<file path="config.mk">
export PLATFORM = sky130hd
export DESIGN_NAME = twi_register_slave
export DESIGN_NICKNAME = d
export VERILOG_FILES = /design/src/pkg/twi_slave_pkg.sv /design/src/logic/twi_register_slave.sv /design/src/logic/twi_line_sampler.sv
export SDC_FILE = /design/constraint.sdc
export NUM_CORES = 1
export LEC_CHECK = 0
export ABC_CLOCK_PERIOD_IN_PS = 2400
export BUFFER_PORTS_ARGS = -buffer_cell sky130_fd_sc_hd__buf_2
export CORE_MARGIN = 5
export CORE_UTILIZATION = 58
export DETAILED_ROUTE_END_ITERATION = 6
export PLACE_DENSITY_LB_ADDON = 0.15
export SETUP_SLACK_MARGIN = 0.3
export SLEW_MARGIN = 20
export SYNTH_ARGS = -nofsm -noshare
export SYNTH_HDL_FRONTEND = slang
export SYNTH_SLANG_ARGS = --single-unit
export TNS_END_PERCENT = 30
</file>
<file path="constraint.sdc">
create_clock -name clock_i -period 2.4 [get_ports clock_i]
set_input_delay 0.36 -clock clock_i [delete_from_list [all_inputs] [get_ports clock_i]]
set_output_delay 0.36 -clock clock_i [all_outputs]
set_load 0.05 [all_outputs]
</file>
<file path="src/pkg/twi_slave_pkg.sv">
// Constants and state type for the two-wire register slave port.
// Assumes a single 200 MHz core clock and 8-bit device registers.
package twi_slave_pkg;

  // ==========================================================
  // Addressing
  localparam logic [5:0] OWN_ADDR_HIGH = 6'h26; // Fixed upper address bits 100110
  localparam logic [3:0] BYTE_BITS = 4'h8;
  localparam logic [7:0] PTR_RESET = 8'h00;
  localparam logic [7:0] PTR_STEP = 8'h01;
  localparam int CLOCK_MHZ = 200;

  // ==========================================================
  // Protocol states
  typedef enum logic [2:0] {
    ST_IDLE,
    ST_ADDR,
    ST_ACK_ADDR,
    ST_RX,
    ST_ACK_RX,
    ST_TX,
    ST_MACK,
    ST_IGNORE
  } twi_state_t;

endpackage

</file>
<file path="src/logic/twi_register_slave.sv">
// Two-wire slave port giving an external master access to 8-bit registers.
// Assumes the register file answers reg_rdata_i combinationally from reg_addr_o.
`timescale 1ns/10ps
`default_nettype none

module twi_register_slave (
  input wire logic clock_i,
  input wire logic rst_n_i,
  input wire logic scl_i,
  input wire logic sda_i,
  output logic sda_o,
  output logic sda_oe_o,
  input wire logic address_select_pins_i,
  output logic [7:0] reg_addr_o,
  output logic [7:0] reg_wdata_o,
  output logic reg_we_o,
  input wire logic [7:0] reg_rdata_i
);

  twi_slave_pkg::twi_state_t state_q;
  logic scl_s, sda_s, scl_rise, scl_fall, start_ev, stop_ev;
  logic sel_meta_q, sel_q;
  logic [3:0] cnt_q;
  logic [7:0] shift_q;
  logic [7:0] ptr_q;
  logic [7:0] wdata_q;
  logic [7:0] tx_q;
  logic we_q, rw_q, first_q, oe_q;
  logic byte_done, addr_match;

  // ==========================================================
  // Line sampling
  twi_line_sampler u_lines (
    .clock_i(clock_i),
    .rst_n_i(rst_n_i),
    .scl_i(scl_i),
    .sda_i(sda_i),
    .scl_o(scl_s),
    .sda_o(sda_s),
    .scl_rise_o(scl_rise),
    .scl_fall_o(scl_fall),
    .start_o(start_ev),
    .stop_o(stop_ev)
  );

  // Address select pin is a strap-like pin, synchronised all the same
  always_ff @(posedge clock_i or negedge rst_n_i) begin
    if (!rst_n_i) begin
      sel_meta_q <= 1'b0;
      sel_q <= 1'b0;
    end else begin
      sel_meta_q <= address_select_pins_i;
      sel_q <= sel_meta_q;
    end
  end

  assign byte_done = scl_fall && (cnt_q == twi_slave_pkg::BYTE_BITS);
  assign addr_match = (shift_q[7:1] == {twi_slave_pkg::OWN_ADDR_HIGH, sel_q});

  // ==========================================================
  // Bit counter and receive shifter
  always_ff @(posedge clock_i or negedge rst_n_i) begin
    if (!rst_n_i) begin
      cnt_q <= 4'h0;
      shift_q <= 8'h00;
    end else if (start_ev || stop_ev) begin
      cnt_q <= 4'h0;
    end else if (scl_rise && (state_q == twi_slave_pkg::ST_ADDR ||
                 state_q == twi_slave_pkg::ST_RX)) begin
      shift_q <= {shift_q[6:0], sda_s};
      cnt_q <= cnt_q + 4'h1;
    end else if (scl_rise && state_q == twi_slave_pkg::ST_TX) begin
      cnt_q <= cnt_q + 4'h1;
    end else if (scl_fall && (state_q == twi_slave_pkg::ST_ACK_ADDR ||
                 state_q == twi_slave_pkg::ST_ACK_RX ||
                 state_q == twi_slave_pkg::ST_MACK)) begin
      cnt_q <= 4'h0;
    end
  end

  // ==========================================================
  // Protocol sequencer and SDA drive; oe only ever pulls low
  always_ff @(posedge clock_i or negedge rst_n_i) begin
    if (!rst_n_i) begin
      state_q <= twi_slave_pkg::ST_IDLE;
      oe_q <= 1'b0;
      rw_q <= 1'b0;
      tx_q <= 8'h00;
    end else if (start_ev) begin
      // A start with or without a stop before it restarts addressing
      state_q <= twi_slave_pkg::ST_ADDR;
      oe_q <= 1'b0;
    end else if (stop_ev) begin
      state_q <= twi_slave_pkg::ST_IDLE;
      oe_q <= 1'b0;
    end else begin
      case (state_q)
        twi_slave_pkg::ST_ADDR: begin
          if (byte_done) begin
            rw_q <= shift_q[0];
            if (addr_match) begin
              oe_q <= 1'b1;
              state_q <= twi_slave_pkg::ST_ACK_ADDR;
            end else begin
              state_q <= twi_slave_pkg::ST_IGNORE;
            end
          end
        end
        twi_slave_pkg::ST_ACK_ADDR: begin
          if (scl_fall) begin
            if (rw_q) begin
              // Read starts at the stored base, first bit driven right away
              tx_q <= reg_rdata_i;
              oe_q <= ~reg_rdata_i[7];
              state_q <= twi_slave_pkg::ST_TX;
            end else begin
              oe_q <= 1'b0;
              state_q <= twi_slave_pkg::ST_RX;
            end
          end
        end
        twi_slave_pkg::ST_RX: begin
          if (byte_done) begin
            oe_q <= 1'b1;
            state_q <= twi_slave_pkg::ST_ACK_RX;
          end
        end
        twi_slave_pkg::ST_ACK_RX: begin
          if (scl_fall) begin
            oe_q <= 1'b0;
            state_q <= twi_slave_pkg::ST_RX;
          end
        end
        twi_slave_pkg::ST_TX: begin
          if (byte_done) begin
            oe_q <= 1'b0;
            state_q <= twi_slave_pkg::ST_MACK;
          end else if (scl_fall) begin
            oe_q <= ~tx_q[3'h7 - cnt_q[2:0]];
          end
        end
        twi_slave_pkg::ST_MACK: begin
          if (scl_rise && sda_s) begin
            state_q <= twi_slave_pkg::ST_IGNORE;
          end else if (scl_fall) begin
            tx_q <= reg_rdata_i;
            oe_q <= ~reg_rdata_i[7];
            state_q <= twi_slave_pkg::ST_TX;
          end
        end
        twi_slave_pkg::ST_IGNORE: begin
          oe_q <= 1'b0;
        end
        default: begin
          oe_q <= 1'b0;
        end
      endcase
    end
  end

  // ==========================================================
  // Base pointer, write strobe and write data
  always_ff @(posedge clock_i or negedge rst_n_i) begin
    if (!rst_n_i) begin
      ptr_q <= twi_slave_pkg::PTR_RESET;
      first_q <= 1'b0;
      we_q <= 1'b0;
      wdata_q <= 8'h00;
    end else begin
      we_q <= 1'b0;
      if (start_ev) begin
        first_q <= 1'b1;
      end else if (we_q) begin
        ptr_q <= ptr_q + twi_slave_pkg::PTR_STEP;
      end else if (state_q == twi_slave_pkg::ST_RX && byte_done) begin
        if (first_q) begin
          ptr_q <= shift_q;
          first_q <= 1'b0;
        end else begin
          wdata_q <= shift_q;
          we_q <= 1'b1;
        end
      end else if (state_q == twi_slave_pkg::ST_TX && byte_done) begin
        ptr_q <= ptr_q + twi_slave_pkg::PTR_STEP;
      end
    end
  end

  // Open drain: the data level is always low, only the enable moves
  always_ff @(posedge clock_i or negedge rst_n_i) begin
    if (!rst_n_i) begin
      sda_o <= 1'b0;
    end else begin
      sda_o <= 1'b0;
    end
  end

  assign sda_oe_o = oe_q;
  assign reg_addr_o = ptr_q;
  assign reg_wdata_o = wdata_q;
  assign reg_we_o = we_q;

  // ==========================================================
  // Assertions
  property p_ack_on_match;
    @(posedge clock_i) disable iff (!rst_n_i)
    (state_q == twi_slave_pkg::ST_ADDR && byte_done && addr_match && !start_ev && !stop_ev)
      |=> oe_q && state_q == twi_slave_pkg::ST_ACK_ADDR;
  endproperty
  a_ack_on_match: assert property (p_ack_on_match) else $error("no ack on match");

  property p_ignore_mismatch;
    @(posedge clock_i) disable iff (!rst_n_i)
    (state_q == twi_slave_pkg::ST_ADDR && byte_done && !addr_match && !start_ev && !stop_ev)
      |=> !oe_q && state_q == twi_slave_pkg::ST_IGNORE && $stable(ptr_q);
  endproperty
  a_ignore_mismatch: assert property (p_ignore_mismatch) else $error("mismatch acked");

  property p_drive_scl_low;
    @(posedge clock_i) disable iff (!rst_n_i)
    $rose(oe_q) |-> !scl_s;
  endproperty
  a_drive_scl_low: assert property (p_drive_scl_low) else $error("sda pulled while scl high");

  property p_restart;
    @(posedge clock_i) disable iff (!rst_n_i)
    start_ev |=> state_q == twi_slave_pkg::ST_ADDR && !oe_q && cnt_q == 4'h0;
  endproperty
  a_restart: assert property (p_restart) else $error("start not taken");

  property p_stop_idle;
    @(posedge clock_i) disable iff (!rst_n_i)
    stop_ev |=> state_q == twi_slave_pkg::ST_IDLE && !oe_q;
  endproperty
  a_stop_idle: assert property (p_stop_idle) else $error("stop not taken");

  property p_base_stored;
    @(posedge clock_i) disable iff (!rst_n_i)
    (state_q == twi_slave_pkg::ST_RX && byte_done && first_q && !start_ev && !stop_ev)
      |=> ptr_q == $past(shift_q) && !we_q;
  endproperty
  a_base_stored: assert property (p_base_stored) else $error("base not stored");

  property p_write_incr;
    @(posedge clock_i) disable iff (!rst_n_i)
    (we_q && !start_ev) |=> ptr_q == $past(ptr_q) + 8'h01;
  endproperty
  a_write_incr: assert property (p_write_incr) else $error("write address not advanced");

  property p_nack_release;
    @(posedge clock_i) disable iff (!rst_n_i)
    (state_q == twi_slave_pkg::ST_MACK && scl_rise && sda_s && !start_ev && !stop_ev)
      |=> state_q == twi_slave_pkg::ST_IGNORE ##1 !oe_q;
  endproperty
  a_nack_release: assert property (p_nack_release) else $error("nack not honoured");

  property p_msb_first;
    @(posedge clock_i) disable iff (!rst_n_i)
    (state_q == twi_slave_pkg::ST_ACK_ADDR && scl_fall && rw_q && !start_ev && !stop_ev)
      |=> oe_q == !$past(reg_rdata_i[7]);
  endproperty
  a_msb_first: assert property (p_msb_first) else $error("first read bit not msb");

  c_write: cover property (@(posedge clock_i) disable iff (!rst_n_i) we_q);
  c_read_byte: cover property (@(posedge clock_i) disable iff (!rst_n_i)
    state_q == twi_slave_pkg::ST_MACK && scl_fall);
  c_restart: cover property (@(posedge clock_i) disable iff (!rst_n_i)
    start_ev && state_q != twi_slave_pkg::ST_IDLE);
  c_nack: cover property (@(posedge clock_i) disable iff (!rst_n_i)
    state_q == twi_slave_pkg::ST_MACK && scl_rise && sda_s);

endmodule

`default_nettype wire

</file>
<file path="src/logic/twi_line_sampler.sv">
// Two-flop synchroniser and event finder for the bus lines.
// Assumes SCL and SDA are asynchronous to clock_i and far slower than it.
`timescale 1ns/10ps
`default_nettype none

module twi_line_sampler (
  input wire logic clock_i,
  input wire logic rst_n_i,
  input wire logic scl_i,
  input wire logic sda_i,
  output logic scl_o,
  output logic sda_o,
  output logic scl_rise_o,
  output logic scl_fall_o,
  output logic start_o,
  output logic stop_o
);

  logic scl_meta_q, scl_sync_q, scl_last_q;
  logic sda_meta_q, sda_sync_q, sda_last_q;

  // ==========================================================
  // Synchronisers; idle bus reads high
  always_ff @(posedge clock_i or negedge rst_n_i) begin
    if (!rst_n_i) begin
      scl_meta_q <= 1'b1;
      scl_sync_q <= 1'b1;
      scl_last_q <= 1'b1;
      sda_meta_q <= 1'b1;
      sda_sync_q <= 1'b1;
      sda_last_q <= 1'b1;
    end else begin
      scl_meta_q <= scl_i;
      scl_sync_q <= scl_meta_q;
      scl_last_q <= scl_sync_q;
      sda_meta_q <= sda_i;
      sda_sync_q <= sda_meta_q;
      sda_last_q <= sda_sync_q;
    end
  end

  // Edge and condition detection on the settled copies only
  assign scl_o = scl_sync_q;
  assign sda_o = sda_sync_q;
  assign scl_rise_o = scl_sync_q & ~scl_last_q;
  assign scl_fall_o = ~scl_sync_q & scl_last_q;
  // SDA moving while SCL stays high is a condition, never data
  assign start_o = scl_sync_q & scl_last_q & sda_last_q & ~sda_sync_q;
  assign stop_o = scl_sync_q & scl_last_q & ~sda_last_q & sda_sync_q;

endmodule

`default_nettype wire

</file>
==> flow_metrics.py <==
metrics = {
    "synthesis": {
        "netlist_instances": 253,
        "syn_nets": 269,
        "syn_avg_cell_area_um2": 10.5,
        "register_area_share_after_synthesis_pct": 48.3,
        "cell_area_after_synthesis_um2": 2660,
        "ys.warnings.count": 0,
        "postSynth.asyncResetShare_pct": 100,
        "ys_types": 57,
        "synth_ff_type": "sky130_fd_sc_hd__dfrtp_1",
        "postSynthRegisterBits": 51,
        "synth_edf_count": 0,
    },
    "pwr": {
        "p_switching_w": 0.000965,
        "worst_ir_drop_vdd_v": 0.000512,
        "power.internal_w": 0.00182,
        "power_leakage_nw": 1.41,
        "clock_power_share_pct": 21.3,
        "power.share.switching_pct": 34.6,
        "ratio_of_total_power_to_cell_area_nw_per_um2": 908,
        "pwr-share-comb_pct": 34.1,
        "seq_power_share_pct": 44.5,
    },
    "timing": {
        "fin_skew_ns": 0.0108,
        "post_layout_worst_setup_margin_ns": 0.350,
        "post-route-period-util_pct": 85.4,
        "grt_setup_unrepaired": "yes",
        "slew_viol_final": 0,
        "finalSetupViolations": 0,
        "hold_viol": 0,
        "final_period_minus_worst_setup_slack_ns": 2.05,
        "worstMarginPinSlew_ns": 0.620,
        "fmaxAchievable_ghz": 0.488,
        "setup_tns_ns": 0,
        "slew_headroom_pct": 58.7,
    },
    "finish": {
        "post-route-cell-area_um2": 3070,
        "antenna_cells": 0,
        "ratio_of_cells_with_drive_above_1_in_the_final_layout_pct": 33.2,
        "utilization_of_the_core_after_routing_pct": 69.5,
        "final_nets": 310,
        "syn_to_final_growth_pct": 15.4,
    },
    "floorplanning": {
        "fp.dieH_um": 77.7,
        "die_wd_um": 77.7,
        "num_rows": 24,
        "ios": 32,
        "floorplan.initialDensity_pct": 60.2,
        "die_area_um2": 6040,
        "core_area_um2": 4410,
    },
    "setup_path": {
        "cp-end-kind": "register",
        "criticalPathCategory": "reg -> reg",
        "path_delay_family": "simple AND/OR/NAND/NOR gates",
        "crit_path_max_fanout": 8,
        "start_kind": "register",
        "cell_with_the_largest_stage_delay_on_the_worst_path": "sky130_fd_sc_hd__dfstp_2",
        "slowest_delay_ns": 0.60,
        "worst_ep_required_time_ns": 2.60,
        "cp_data_arrival_time_ns": 2.25,
        "crit_path_cell_trace": "nand2b_2 -> or4_4 -> nor2_4 -> mux2_2",
        "buf_inv_on_cp": 0,
    },
    "drt": {
        "dr.pass1.iters": 4,
        "drt-vias-per-instance": 6.03,
        "post_drt_wl_per_cell_um": 15.8,
        "via_count": 2093,
        "drc_errors": 0,
        "detail_route.iter0.violations": 228,
        "postRouteAntennaNets": 0,
        "routed_wirelength_um": 5490,
    },
    "cts": {
        "cts_buffers": 5,
        "ctsLongestPathBuffers": 2,
        "cts_tree": "done",
        "clkSinkCount": 51,
        "worst_skew_pair.late_latency_ns": 0.30,
        "clockRootBuffer": "sky130_fd_sc_hd__clkbuf_8",
        "clock_pin_slew_worst_setup_and_hold_paths_ns": 0.10,
        "ctsHtreeMaxLevel": 2,
    },
    "global_route": {
        "grt_max_degree": 52,
        "grt_pass1_wl_um": 9630,
        "number_of_antenna_violations_at_the_first_check_in_global_routing": 0,
        "first_global_vias": 1967,
        "globalRoute.totalOverflow": 0,
        "grt_util_all_layers_pct": 19.5,
    },
    "min_path": {
        "worst_hold_path_type": "in -> async",
    },
    "status": {
        "status": "finished clean",
    },
    "run": {
        "max_cap_viol_count": 0,
    },
    "placed_design": {
        "dpl-instance-area_um2": 2890,
        "dpl.hpwl_um": 3900,
        "gp_congestion": 0.869,
        "detailedPlace.worstSlack_ns": 0.281,
        "buffer_ports.inserted": 30,
    },
}
cells in the final DEF, fill, tap and decap left out, types with 2 or more instances in the layout:
cell type / count
sky130_fd_sc_hd__dfstp_2: 6
sky130_fd_sc_hd__inv_1: 11
sky130_fd_sc_hd__o21ai_0: 22
sky130_fd_sc_hd__xor2_1: 2
sky130_fd_sc_hd__a21oi_1: 11
sky130_fd_sc_hd__a211oi_1: 3
sky130_fd_sc_hd__nand2_1: 17
sky130_fd_sc_hd__buf_4: 17
sky130_fd_sc_hd__and2_1: 2
sky130_fd_sc_hd__nor2b_1: 2
sky130_fd_sc_hd__mux2i_1: 4
sky130_fd_sc_hd__clkbuf_8: 5
sky130_fd_sc_hd__o22ai_1: 7
sky130_fd_sc_hd__nor2_4: 2
sky130_fd_sc_hd__and3_1: 2
sky130_fd_sc_hd__mux2_2: 23
sky130_fd_sc_hd__nor2_1: 14
sky130_fd_sc_hd__xnor2_1: 2
sky130_fd_sc_hd__o311ai_0: 2
sky130_fd_sc_hd__nand3_1: 7
sky130_fd_sc_hd__nor4_1: 4
sky130_fd_sc_hd__dfrtp_1: 45
sky130_fd_sc_hd__nor3_1: 2
sky130_fd_sc_hd__buf_2: 30
sky130_fd_sc_hd__nand2b_1: 8
sky130_fd_sc_hd__a21boi_0: 3
sky130_fd_sc_hd__a31oi_1: 3
sky130_fd_sc_hd__or3_1: 2
sky130_fd_sc_hd__o31ai_1: 2
sky130_fd_sc_hd__ha_1: 2
sky130_fd_sc_hd__o32ai_1: 2
flip-flops by register name (all words and copies together), names as in the netlist:
name	count
reg_addr_o	8
reg_wdata_o	8
shift_q	8
tx_q	8
cnt_q	4
state_q	3
first_q	1
reg_we_o	1
rw_q	1
sda_oe_o	1
sel_meta_q	1
sel_q	1
u_lines.scl_last_q	1
u_lines.scl_meta_q	1
u_lines.scl_o	1
u_lines.sda_last_q	1
u_lines.sda_meta_q	1
u_lines.sda_o	1
power by group through the flow:
stage                     Clock (W)  Sequential (W)  Combinational [W]
after floorplan                   0         0.00119           0.000714
after global placement            0         0.00125           0.000888
after detailed placement          0         0.00126           0.000908
after CTS                  0.000614         0.00124           0.000930
after global routing       0.000648         0.00127            0.00106
final                      0.000595         0.00124           0.000951
timing repair:
item | 4_1_cts | 5_1_grt
buffers inserted | 1 | 5
resized for setup | 0 | 6
hold buffers | 0 | 0
pin swaps | 1 | 4
gates cloned | 0 | 0
endpoints found under the setup margin | 8 | 19
worst reg2reg max path: stages (launching register included):
cell	delay [ns]
sky130_fd_sc_hd__dfstp_2	0.60
sky130_fd_sc_hd__nand2b_2	0.13
sky130_fd_sc_hd__or4_4	0.59
sky130_fd_sc_hd__nor2_4	0.27
sky130_fd_sc_hd__mux2_2	0.37
cell type report:
cell class,count,area (um^2)
Sequential cell,51,1280
Clock inverter,2,37.5
Timing Repair Buffer,47,278
Multi-Input combinational cell,178,1290
Clock buffer,6,72.6
Inverter,11,41.3
Tap cell,52,65.1
Fill cell,350,1350
logic make-up (layout without fill, tap and decap cells):
family | Yosys count | in the layout | share of synthesized area [%]
AND/OR/NAND/NOR | 76 | 76 | 16.2
adder cells (fa/ha/maj) | 3 | 3 | 1.41
multiplexers | 29 | 29 | 12.5
AO/OA/AOI/OAI | 65 | 65 | 15.7
XOR/XNOR | 4 | 4 | 1.32
other | 1 | 1 | 0.141
buffers and inverters | 24 | 66 | 4.38
flip-flops | 51 | 51 | 48.3
path summary, 6_finish.rpt:
check / slack, ns / from / depth (start not counted) / end
min in group clock_i: 0.15 / scl_i / 1 / u_lines.scl_meta_q
max reg2reg: 0.35 / u_lines.scl_last_q / 4 / reg_wdata_o[1]
max: 0.35 / u_lines.scl_last_q / 4 / reg_wdata_o[1]
min: 0.15 / rst_n_i / 2 / state_q[0]
min reg2reg: 0.36 / u_lines.scl_meta_q / 0 / u_lines.scl_o
max in group asynchronous: 1.83 / rst_n_i / 2 / shift_q[0]
per-stage QoR:
| step | instances | power, W | hold slack (ns) |
|---|---|---|---|
| 3_5_place_dp | 333 | 0.00217 | 0.347 |
| 4_1_cts | 342 | 0.00278 | 0.143 |
| 2_1_floorplan | 253 | 0.00190 | 0.0644 |
| 5_1_grt | 347 | 0.00298 | 0.133 |
| 3_3_place_gp | 333 | 0.00214 | 0.335 |
| 6_report | 347 | 0.00279 | 0.146 |
Yosys cell counts, types with 3 or more instances:
cell type | instances | area (um^2)
sky130_fd_sc_hd__dfrtp_1 | 45 | 1130
sky130_fd_sc_hd__mux2_2 | 24 | 270
sky130_fd_sc_hd__o21ai_0 | 22 | 110
sky130_fd_sc_hd__nand2_1 | 17 | 63.8
sky130_fd_sc_hd__nor2_1 | 15 | 56.3
sky130_fd_sc_hd__a21oi_1 | 11 | 55.1
sky130_fd_sc_hd__inv_1 | 11 | 41.3
sky130_fd_sc_hd__nand2b_1 | 9 | 56.3
sky130_fd_sc_hd__nand3_1 | 7 | 35.0
sky130_fd_sc_hd__o22ai_1 | 7 | 43.8
sky130_fd_sc_hd__clkbuf_1 | 6 | 22.5
sky130_fd_sc_hd__dfstp_2 | 6 | 158
sky130_fd_sc_hd__mux2i_1 | 4 | 40.0
sky130_fd_sc_hd__nor4_1 | 4 | 25.0
sky130_fd_sc_hd__a211oi_1 | 3 | 22.5
sky130_fd_sc_hd__a21boi_0 | 3 | 22.5
sky130_fd_sc_hd__a31oi_1 | 3 | 18.8
sky130_fd_sc_hd__buf_2 | 3 | 15.0
sky130_fd_sc_hd__ha_1 | 3 | 37.5
layer usage:
metal | vias to the layer above | part of all wire [%] | GRT usage [%]
li1 | 995 | - | -
met1 | 1007 | 46 | 30.0
met2 | 87 | 44 | 28.0
met3 | 4 | 8.7 | 3.94
met4 | 0 | 0.64 | 5.33
met5 | - | 0 | 0
Power figures use the tool's default switching activity.
